$ cat config.mk
export PLATFORM = sky130hd
export DESIGN_NAME = synth_post_divider_frame_pulse
export DESIGN_NICKNAME = d
export VERILOG_FILES = /design/src/include/synth_div_pkg.sv /design/src/design/clock_ratio_divider.sv /design/src/design/synth_post_divider_frame_pulse.sv
export VERILOG_INCLUDE_DIRS = /design/src /design/src/include
export SDC_FILE = /design/constraint.sdc
export NUM_CORES = 1
export LEC_CHECK = 0
export ABC_AREA = 1
export BUFFER_PORTS_ARGS = -buffer_cell sky130_fd_sc_hd__buf_2
export CELL_PAD_IN_SITES_DETAIL_PLACEMENT = 0
export CELL_PAD_IN_SITES_GLOBAL_PLACEMENT = 1
export CORE_ASPECT_RATIO = 2
export CORE_UTILIZATION = 51
export DETAILED_ROUTE_END_ITERATION = 12
export GPL_TIMING_DRIVEN = 0
export HOLD_SLACK_MARGIN = 0.06
export PLACE_DENSITY = 0.94
export SLEW_MARGIN = 20
export SYNTH_ARGS = -nofsm -noshare
export SYNTH_HDL_FRONTEND = slang
export SYNTH_SLANG_ARGS = --single-unit
export TNS_END_PERCENT = 10
$ cat constraint.sdc
create_clock -name mclk -period 5.05 [get_ports mclk]
set_input_delay 0.2525 -clock mclk [delete_from_list [all_inputs] [get_ports mclk]]
set_output_delay 0.2525 -clock mclk [all_outputs]
set_load 0.01 [all_outputs]
$ cat src/include/synth_div_params.svh
// named constants for the synthesizer 0 output C/D post-divider block
`ifndef SYNTH_DIV_PARAMS_SVH
`define SYNTH_DIV_PARAMS_SVH

// register byte addresses, most significant byte at the lowest address
`define ADDR_C_BASE 8'h86
`define ADDR_D_BASE 8'h89
`define ADDR_BYTES 8'h03
`define DIV_RESET_VALUE 24'h000040

// field layout of a divider word
`define MODE_MSB 23
`define MODE_LSB 20
`define FRAME_CODE 4'hF
`define TYPE_BIT 19
`define POL_BIT 18
`define SEL_MSB 17
`define SEL_LSB 16
`define PERIOD_MSB 15
`define PERIOD_LSB 0

// related clock select codes
`define SEL_A 2'h0
`define SEL_B 2'h1
`define SEL_C 2'h2
`define SEL_D 2'h3

// smallest ratio and period the counters can realise
`define MIN_RATIO 24'h000002
`define MIN_PERIOD 16'h0001
`define ZERO_BYTE 8'h00

`endif

$ cat src/include/synth_div_pkg.sv
// types shared by the post-divider design files
package synth_div_pkg;
  typedef logic [7:0] reg_byte_t;
  typedef logic [23:0] divider_word_t;
  typedef logic [15:0] frame_count_t;
endpackage

$ cat src/design/clock_ratio_divider.sv
// integer clock divider with near 50% duty cycle
`timescale 1ns/1ps
`include "synth_div_params.svh"

module clock_ratio_divider (
  input wire logic mclk,
  input wire logic nrst,
  input wire logic enable,
  input wire synth_div_pkg::divider_word_t ratio,
  output logic clk_out
);
  import synth_div_pkg::*;

  divider_word_t eff_ratio;
  divider_word_t high_len;
  divider_word_t cnt_reg;
  divider_word_t cnt_next;
  logic [24:0] sum_tmp;

  ////////////////////////////////////////////////////////////////////////
  // ratios below two cannot be made from whole source cycles
  always_comb begin
    eff_ratio = (ratio < `MIN_RATIO) ? `MIN_RATIO : ratio;
    // odd ratios keep the extra cycle high, so small odd ratios skew
    sum_tmp = {1'b0, eff_ratio} + 25'h0000001;
    high_len = sum_tmp[24:1];
    if (!enable || cnt_reg >= eff_ratio - `MIN_RATIO + 24'h000001) begin
      cnt_next = '0;
    end else begin
      cnt_next = cnt_reg + 24'h000001;
    end
  end

  ////////////////////////////////////////////////////////////////////////
  // source cycle counter, one wrap per output period
  always_ff @(posedge mclk or negedge nrst) begin
    if (!nrst) begin
      cnt_reg <= '0;
    end else begin
      cnt_reg <= cnt_next;
    end
  end

  // high for the first half of the period, low for the rest
  always_ff @(posedge mclk or negedge nrst) begin
    if (!nrst) begin
      clk_out <= 1'b0;
    end else begin
      clk_out <= enable && (cnt_reg < high_len);
    end
  end
endmodule

$ cat src/design/synth_post_divider_frame_pulse.sv
// synthesizer 0 output C and D post-dividers with frame pulse mode
//
// Behaviour
// - top nibble 1111 selects frame pulse output
// - otherwise whole word divides source, near 50% duty
// - low sixteen bits set pulse spacing
// - two-bit select picks sibling related clock
// - pulse lasts one related clock period
// - bit 18 inverts pulse polarity
// - bit 19 chooses centred or edge-aligned boundary
// - duty within 45-55% except small odd ratios
`timescale 1ns/1ps
`include "synth_div_params.svh"

module synth_post_divider_frame_pulse (
  input wire logic mclk,
  input wire logic nrst,
  input wire synth_div_pkg::reg_byte_t reg_addr,
  input wire synth_div_pkg::reg_byte_t reg_wdata,
  input wire logic reg_wr,
  output synth_div_pkg::reg_byte_t reg_rdata,
  input wire logic related_a,
  input wire logic related_b,
  output logic output_c_ratio,
  output logic output_d_ratio
);
  import synth_div_pkg::*;

  localparam int CHANNELS = 2;

  ////////////////////////////////////////////////////////////////////////
  // helpers

  // byte offset of an address inside a three-byte register, or 3 if out
  function automatic logic [1:0] lane_of(input reg_byte_t addr,
                                          input reg_byte_t base);
    reg_byte_t diff;
    diff = addr - base;
    if (addr >= base && diff < `ADDR_BYTES) begin
      lane_of = diff[1:0];
    end else begin
      lane_of = 2'h3;
    end
  endfunction

  // byte of a word by lane, most significant at lane 0
  function automatic reg_byte_t word_byte(input divider_word_t w,
                                          input logic [1:0] lane);
    case (lane)
      2'h0: word_byte = w[23:16];
      2'h1: word_byte = w[15:8];
      2'h2: word_byte = w[7:0];
      default: word_byte = `ZERO_BYTE;
    endcase
  endfunction

  // new word after a byte write into one lane
  function automatic divider_word_t word_write(input divider_word_t w,
                                               input logic [1:0] lane,
                                               input reg_byte_t d);
    divider_word_t r;
    r = w;
    case (lane)
      2'h0: r[23:16] = d;
      2'h1: r[15:8] = d;
      2'h2: r[7:0] = d;
      default: r = w;
    endcase
    word_write = r;
  endfunction

  // frame pulse mode is flagged by the top nibble
  function automatic logic frame_mode(input divider_word_t w);
    frame_mode = (w[`MODE_MSB:`MODE_LSB] == `FRAME_CODE);
  endfunction

  ////////////////////////////////////////////////////////////////////////
  // register file

  divider_word_t div_reg [CHANNELS];
  logic [1:0] lane_c;
  logic [1:0] lane_d;
  logic [1:0] lane [CHANNELS];

  assign lane_c = lane_of(reg_addr, `ADDR_C_BASE);
  assign lane_d = lane_of(reg_addr, `ADDR_D_BASE);
  assign lane[0] = lane_c;
  assign lane[1] = lane_d;

  // byte writes land at once; a multi-byte update passes through
  // intermediate ratios, so software should write the mode byte last
  always_ff @(posedge mclk or negedge nrst) begin
    if (!nrst) begin
      div_reg[0] <= `DIV_RESET_VALUE;
      div_reg[1] <= `DIV_RESET_VALUE;
    end else if (reg_wr) begin
      div_reg[0] <= word_write(div_reg[0], lane_c, reg_wdata);
      div_reg[1] <= word_write(div_reg[1], lane_d, reg_wdata);
    end
  end

  // registered read, unmapped addresses answer zero
  always_ff @(posedge mclk or negedge nrst) begin
    if (!nrst) begin
      reg_rdata <= `ZERO_BYTE;
    end else if (lane_c != 2'h3) begin
      reg_rdata <= word_byte(div_reg[0], lane_c);
    end else if (lane_d != 2'h3) begin
      reg_rdata <= word_byte(div_reg[1], lane_d);
    end else begin
      reg_rdata <= `ZERO_BYTE;
    end
  end

  ////////////////////////////////////////////////////////////////////////
  // per-channel divider and frame pulse generator

  logic out_bit [CHANNELS];

  assign output_c_ratio = out_bit[0];
  assign output_d_ratio = out_bit[1];

  genvar gi;
  generate
    for (gi = 0; gi < CHANNELS; gi++) begin : g_chan
      localparam logic [1:0] OWN_SEL = (gi == 0) ? `SEL_C : `SEL_D;

      logic is_frame;
      logic sel_ok;
      logic [1:0] sel;
      logic rel_cur;
      logic rel_prev_reg;
      logic rise;
      logic fall;
      logic edge_hit;
      logic last;
      frame_count_t period;
      frame_count_t count_reg;
      logic pulse_reg;
      logic div_clk;

      assign is_frame = frame_mode(div_reg[gi]);
      assign sel = div_reg[gi][`SEL_MSB:`SEL_LSB];
      // a self-selected related clock is held idle
      assign sel_ok = is_frame && (sel != OWN_SEL);

      // sibling mux; the C output feeds D through its own flip-flop
      always_comb begin
        case (sel)
          `SEL_A: rel_cur = related_a;
          `SEL_B: rel_cur = related_b;
          `SEL_C: rel_cur = out_bit[0];
          `SEL_D: rel_cur = out_bit[1];
          default: rel_cur = 1'b0;
        endcase
      end

      // related clocks come from synchronous siblings, no synchroniser
      always_ff @(posedge mclk or negedge nrst) begin
        if (!nrst) begin
          rel_prev_reg <= 1'b0;
        end else begin
          rel_prev_reg <= rel_cur;
        end
      end

      assign rise = rel_cur && !rel_prev_reg;
      assign fall = !rel_cur && rel_prev_reg;
      // a zero period is taken as one, which holds the pulse asserted
      assign period = (div_reg[gi][`PERIOD_MSB:`PERIOD_LSB] < `MIN_PERIOD)
                      ? `MIN_PERIOD
                      : div_reg[gi][`PERIOD_MSB:`PERIOD_LSB];
      assign last = (count_reg >= period - `MIN_PERIOD);
      // edge-aligned pulses move on rising edges, centred on falling
      assign edge_hit = div_reg[gi][`TYPE_BIT] ? rise : fall;

      // related rising edge counter, wraps once per frame
      always_ff @(posedge mclk or negedge nrst) begin
        if (!nrst) begin
          count_reg <= '0;
        end else if (!sel_ok) begin
          count_reg <= '0;
        end else if (rise) begin
          count_reg <= last ? frame_count_t'(0)
                            : count_reg + `MIN_PERIOD;
        end
      end

      // centred type starts half a related period before the boundary
      always_ff @(posedge mclk or negedge nrst) begin
        if (!nrst) begin
          pulse_reg <= 1'b0;
        end else if (!sel_ok) begin
          pulse_reg <= 1'b0;
        end else if (edge_hit) begin
          pulse_reg <= last;
        end
      end

      clock_ratio_divider u_div (
        .mclk(mclk),
        .nrst(nrst),
        .enable(!is_frame),
        .ratio(div_reg[gi]),
        .clk_out(div_clk)
      );

      // output flop: divided clock or frame pulse with polarity
      always_ff @(posedge mclk or negedge nrst) begin
        if (!nrst) begin
          out_bit[gi] <= 1'b0;
        end else if (is_frame) begin
          out_bit[gi] <= pulse_reg ^ div_reg[gi][`POL_BIT];
        end else begin
          out_bit[gi] <= div_clk;
        end
      end
    end
  endgenerate
endmodule

==> Word-level counts from Yosys, hierarchy flattened <==
Cells that the tools add are included.
{ "totals": {"inputBits": 21, "reg_bits": 144, "output_inout_bits": 10, "word_cells": 125} }
{ "op_classes": {"add_sub_neg": 14, "muxes": 28, "n_lt_le_gt_ge": 14, "n_eq_ne": 20, "n_reduce_logical": 28, "n_bitwise": 2} }
{ "op_table": {"columns": ["operator", "count"], "rows": [
  ["two-way mux 16 bit", 8],
  ["adder 24 x 1 -> 24 bit, second input constant", 4],
  ["two-way mux 24 bit", 4],
  ["adder 24 x 1 -> 25 bit, second input constant", 2],
  [">= comparator 24 bit", 2],
  ["less-than comparator 24 x 2 -> 1 bit, second input constant", 2],
  ["less-than comparator 24 bit", 2],
  ["one-hot mux 8 bit (3 select lines)", 2],
  ["subtractor 24 x 2 -> 24 bit, second input constant", 2],
  ["adder 16 x 1 -> 16 bit, second input constant", 2],
  [">= comparator 16 bit", 2],
  ["less-than comparator 16 x 1 -> 1 bit, second input constant", 2],
  ["subtractor 16 x 1 -> 16 bit, second input constant", 2],
  [">= comparator 8 bit, second input constant", 2],
  ["less-than comparator 8 x 2 -> 1 bit, second input constant", 2],
  ["two-way mux 8 bit", 2],
  ["subtractor 8 bit, second input constant", 2],
  ["equality test 2 bit, second input constant", 6],
  ["AND reduction 2 bit", 6],
  ["logical AND 1 bit", 10],
  ["equality test 2 x 1 -> 1 bit, second input constant", 4],
  ["equality test 4 bit, second input constant", 2],
  ["logical NOT 2 bit", 4],
  ["two-way mux 1 bit", 8],
  ["7 further kinds", 22]
]} }

==> Logic depth before layout (Yosys ltp) <==
{ "depth": {"word_depth": 8, "ltp_mapped": 27, "mapped_depth_nobuf": 26} }

==> Hierarchy <==
Synthesis repeated with hierarchy kept, for this count alone.
{ "unflattened": {"cells_unflattened": 1957, "area_unflattened_um2": 13955.9} }
{ "by_module_without_submodules": {"columns": ["mod", "cells_each", "seq_area_each_um2", "n_inst", "area_per_inst_um2"], "rows": [
  ["synth_post_divider_frame_pulse", 901, 2354.8, 1, 6656.4],
  ["clock_ratio_divider at g_chan[0].u_div", 523, 625.6, 1, 3656.0],
  ["clock_ratio_divider at g_chan[1].u_div", 533, 625.6, 1, 3643.5]
]} }

==> Worst setup path before layout <==
No wires, ideal clock.
{ "synth_path": {"path_type": "flip-flop to flip-flop", "startpoint": "reg div_reg[33] in the netlist's numbering", "endpoint": "reg g_chan[0].u_div.cnt_reg[10]", "stages_incl_launch_ff": 23, "synth_period_minus_slack_ps": 3311, "path_buffers": 2, "path_slack_ps": 1739, "arrival_ps": 3191, "required_time_ps": 4930, "setup_ps": 120, "cell_sequence": "dfrtp_1 > buf_4 > nor2_4 > nand2_1 > nor2_2 > nand3_2 > nand2_2 > ha_1 > nand2_1 > nor2_1 > nand3_1 > nor2_2 > nand3_1 > xor2_1 > ha_1 > nand2_1 > nor2_1 > nand2_1 > nor2_1 > nand2_1 > nand4_1 > buf_2 > nor2_1"} }
{ "synth_via": {"elab_chain_len": 7} }
{ "synth_lines": {"columns": ["item", "line_no", "source"], "rows": [
  ["start: declaration", "synth_post_divider_frame_pulse.sv:80", "divider_word_t div_reg [CHANNELS];"],
  ["less-than comparator 24 x 2 -> 1 bit (no source line)", null, null],
  ["two-way mux 24 bit *", "clock_ratio_divider.sv:23", "eff_ratio = (ratio < `MIN_RATIO) ? `MIN_RATIO : ratio;"],
  ["subtractor 24 x 2 -> 24 bit (no source line) *", null, null],
  ["adder 24 x 1 -> 24 bit *", "clock_ratio_divider.sv:27", "if (!enable || cnt_reg >= eff_ratio - `MIN_RATIO + 24'h000001) begin"],
  [">= comparator 24 bit *", "clock_ratio_divider.sv:27", null],
  ["logical OR 1 bit *", "clock_ratio_divider.sv:27", null],
  ["two-way mux 24 bit *", "clock_ratio_divider.sv:27", null],
  ["net g_chan[0].u_div.cnt_next[10]", "clock_ratio_divider.sv:17", "divider_word_t cnt_next;"],
  ["end signal: assignment", "clock_ratio_divider.sv:40", "cnt_reg <= cnt_next;"],
  ["end: declaration", "clock_ratio_divider.sv:16", "divider_word_t cnt_reg;"]
]} }
The timed path passes the listed nets; every way through them passes the cells marked *.
A chain may end at the register's enable or synchronous reset.

==> Worst setup path in the final report <==
{ "layout_path": {"startpoint": "reg div_reg[40] in the netlist's numbering", "endpoint": "reg g_chan[0].u_div.cnt_reg[22]"} }
The elaborated chain is that of the path after synthesis.

==> flow_summary.ini <==
[yosys]
yosys_warnings = 0
yosysTopAreaCell = dfrtp_1
synth-seq-cells = 144
seq_area_frac_synth_pct = 26.8
ys_types = 44
yosys-top-cells-count = nand2_1 (467), nor2_1 (227), inv_1 (197)
synth.most_common_cell = nand2_1
synth_area_leaders = dfrtp_1 (26%), ha_1 (13%), nand2_1 (13%), xor2_1 (8.1%), nor2_1 (6.3%)
syn-cell-area_sq_um = 13500
async_reset_ff_share_pct = 100
synth_cells = 1884
syn_avg_cell_area_sq_um = 7.14
syn-num-nets = 2047
synth_flop_cell = dfrtp_1
synth_top_cell_area_share_pct = 26.4
synth-edff-count = 0

[timing]
worstMarginPinSlew_ns = 0.834
timing.final.crit_share_pct = 95.3
fin_skew_ns = 0.00823
drv_slew = 0
rsz0062_at_grt = false
tns_ns = 0
timing.hold.ws_ns = 0.211
min_period_ns = 4.81
finalSetupViolations = 0
max_freq_mhz = 208
slew_headroom_pct = 44.0
hold_viol = 0

[setup_path]
r2r_cells = 22
cp.arrival_ns = 5.14
r2r_start = div_reg[40]
cp_data_required_time_ns = 5.38
start_kind = flip-flop
reg2reg_to = g_chan[0].u_div.cnt_reg[22]
r2r_slack_ns = 0.24
critPathKind = flip-flop to flip-flop
cp_max_fo = 10
endpoint_kind = flip-flop

[die]
io_pins = 31
core-area_sq_um = 25800
die_area_sq_um = 27100
die_h_um = 232
dieWidth_um = 117
start_util_pct = 52.3
num_rows = 83

[routing]
drt_iter0_drc = 646
route.detailed.drc = 0
viasPerCell = 5.50
vias = 12600
wirelength_um = 43300
drtPass1Iterations = 5
drtAntennaViolNets = 0
wl_per_cell_um = 18.9

[global_routing]
grt_max_degree = 89
grt_pass1_wl_um = 67500
grt_antenna_before_repair = 0
grt_overflow_total = 0
grt_pass1_vias = 12900
grtUsageTotal_pct = 34.0

[finish]
area_growth_pct = 9.33
multi_input_area_sq_um = 8660
layout.nets = 2098
antenna-diode-count = 0
num-fill-cells = 2625
layout-drive-gt1-share_pct = 11.3
seq_area_sq_um = 3610
final_area_sq_um = 14700

[power_and_ir_drop]
switching_share_pct = 42.4
clockPowerShare_pct = 27.8
powerDensity_nw_per_um2 = 335
peakVddDrop_mv = 0.223
p_leak_nw = 7.49
power.internal_mw = 2.84
p_switching_mw = 2.09
p_comb_share_pct = 43.6
p_seq_share_pct = 28.5

[placement]
portBuffers = 30
gp_congestion = 0.997
hpwl_um = 35100
place_area_sq_um = 14100

[clocking]
clock-sinks = 144
clock_latency_ns = 0.45
cts_setup_buffers = 0
cts_tree = yes
htreeDepth = 4
cts-root-buf = clkbuf_16
cts_buffers = 17
path_clk_slew_ns = 0.06
clock_path_buffers = 2

[run]
max-cap-violations = 0

[hold_path]
min_from = related_a
min_path_type = primary input to flip-flop
hold_path_end = g_chan[1].rel_prev_reg
whs_path_depth = 5

[outcome]
outcome = finished, final reports clean
[stage by stage]
| stage | worst slack (ns) | std cells | power (mW) | utilization (%) |
|---|---|---|---|---|
| 2_1_floorplan | 1.74 | 1884 | 2.87 | - |
| 3_3_place_gp | 0.209 | 2254 | 3.47 | 54.5 |
| 3_5_place_dp | 0.165 | 2255 | 3.54 | 54.6 |
| 4_1_cts | 0.120 | 2288 | 4.93 | 57.1 |
| 5_1_grt | 0.0330 | 2288 | 5.29 | 57.1 |
| 6_report | 0.240 | 2288 | 4.93 | 57.1 |
[cell type report]
type                            instances  share of cell area (%)
Sequential cell                       144                    24.5
Multi-Input combinational cell       1468                    58.8
Tap cell                              340                    2.89
Buffer                                 57                    2.61
Timing Repair Buffer                   32                    1.34
Inverter                              215                    5.54
Clock buffer                           25                    3.44
Clock inverter                          7                   0.842
[cells by family after synthesis]
group	after synthesis	share of synthesized area, %
AND/OR/NAND/NOR	976	33.0
buffers and inverters	272	8.91
AO/OA/AOI/OAI	193	7.84
XOR/XNOR	157	10.2
flip-flops	144	26.8
adder cells (fa/ha/maj)	142	13.2
[layer usage]
| metal | global-route usage, % | share of wire, % |
|---|---|---|
| met1 | 29.5 | 32 |
| met2 | 61.8 | 52 |
| met3 | 5.12 | 3.4 |
| met4 | 36.0 | 12 |
| met5 | 0 | 0 |
[worst max-delay path, stage by stage, from the launching register on]
cell	delay, ns
dfrtp_1	0.35
buf_2	0.19
nor2_2	0.31
nand2_1	0.13
nor2_1	0.34
nand3_2	0.26
nand2_2	0.19
ha_1	0.21
nand2_1	0.11
nor2_1	0.23
nand3_1	0.18
nor2_2	0.35
nand3_1	0.14
xor2_1	0.18
ha_1	0.28
nand2_1	0.07
nor2_1	0.14
nand2_1	0.14
nor2_1	0.15
nand2_1	0.08
nand4_1	0.28
buf_2	0.29
nor2_1	0.06
[power groups by stage]
stage | combinational (mW) | sequential [mW] | clock (mW)
2_1_floorplan | 1.51 | 1.36 | 0
3_3_place_gp | 2.06 | 1.41 | 0
3_5_place_dp | 2.13 | 1.41 | 0
4_1_cts | 2.14 | 1.39 | 1.39
5_1_grt | 2.44 | 1.42 | 1.42
6_report | 2.15 | 1.41 | 1.37
[placed cells by master (no fill, tap or decap), types with 48 or more instances in the layout]
master	instances
a21oi_1	66
buf_2	56
dfrtp_1	142
ha_1	142
inv_1	197
nand2_1	467
nand3_1	89
nand4_1	63
nor2_1	226
o21ai_0	52
o21ai_1	48
xor2_1	124
[worst max-delay path by stage]
stage                startpoint                           to  slack, ns
detailed placement  div_reg[40]  g_chan[0].u_div.cnt_reg[14]       0.16
global placement    div_reg[40]  g_chan[0].u_div.cnt_reg[13]       0.21
floorplan           div_reg[33]  g_chan[0].u_div.cnt_reg[10]       1.74
CTS                 div_reg[40]   g_chan[0].u_div.cnt_reg[7]       0.12
finish              div_reg[40]  g_chan[0].u_div.cnt_reg[22]       0.24
global route        div_reg[41]  g_chan[0].u_div.cnt_reg[20]       0.03
[repair_timing]
item,in CTS,in global routing
hold buffers,1,0
endpoints found under the hold margin,56,0
endpoints found under the setup margin,0,20
gates resized for setup,0,1
Power figures use the tool's default switching activity.
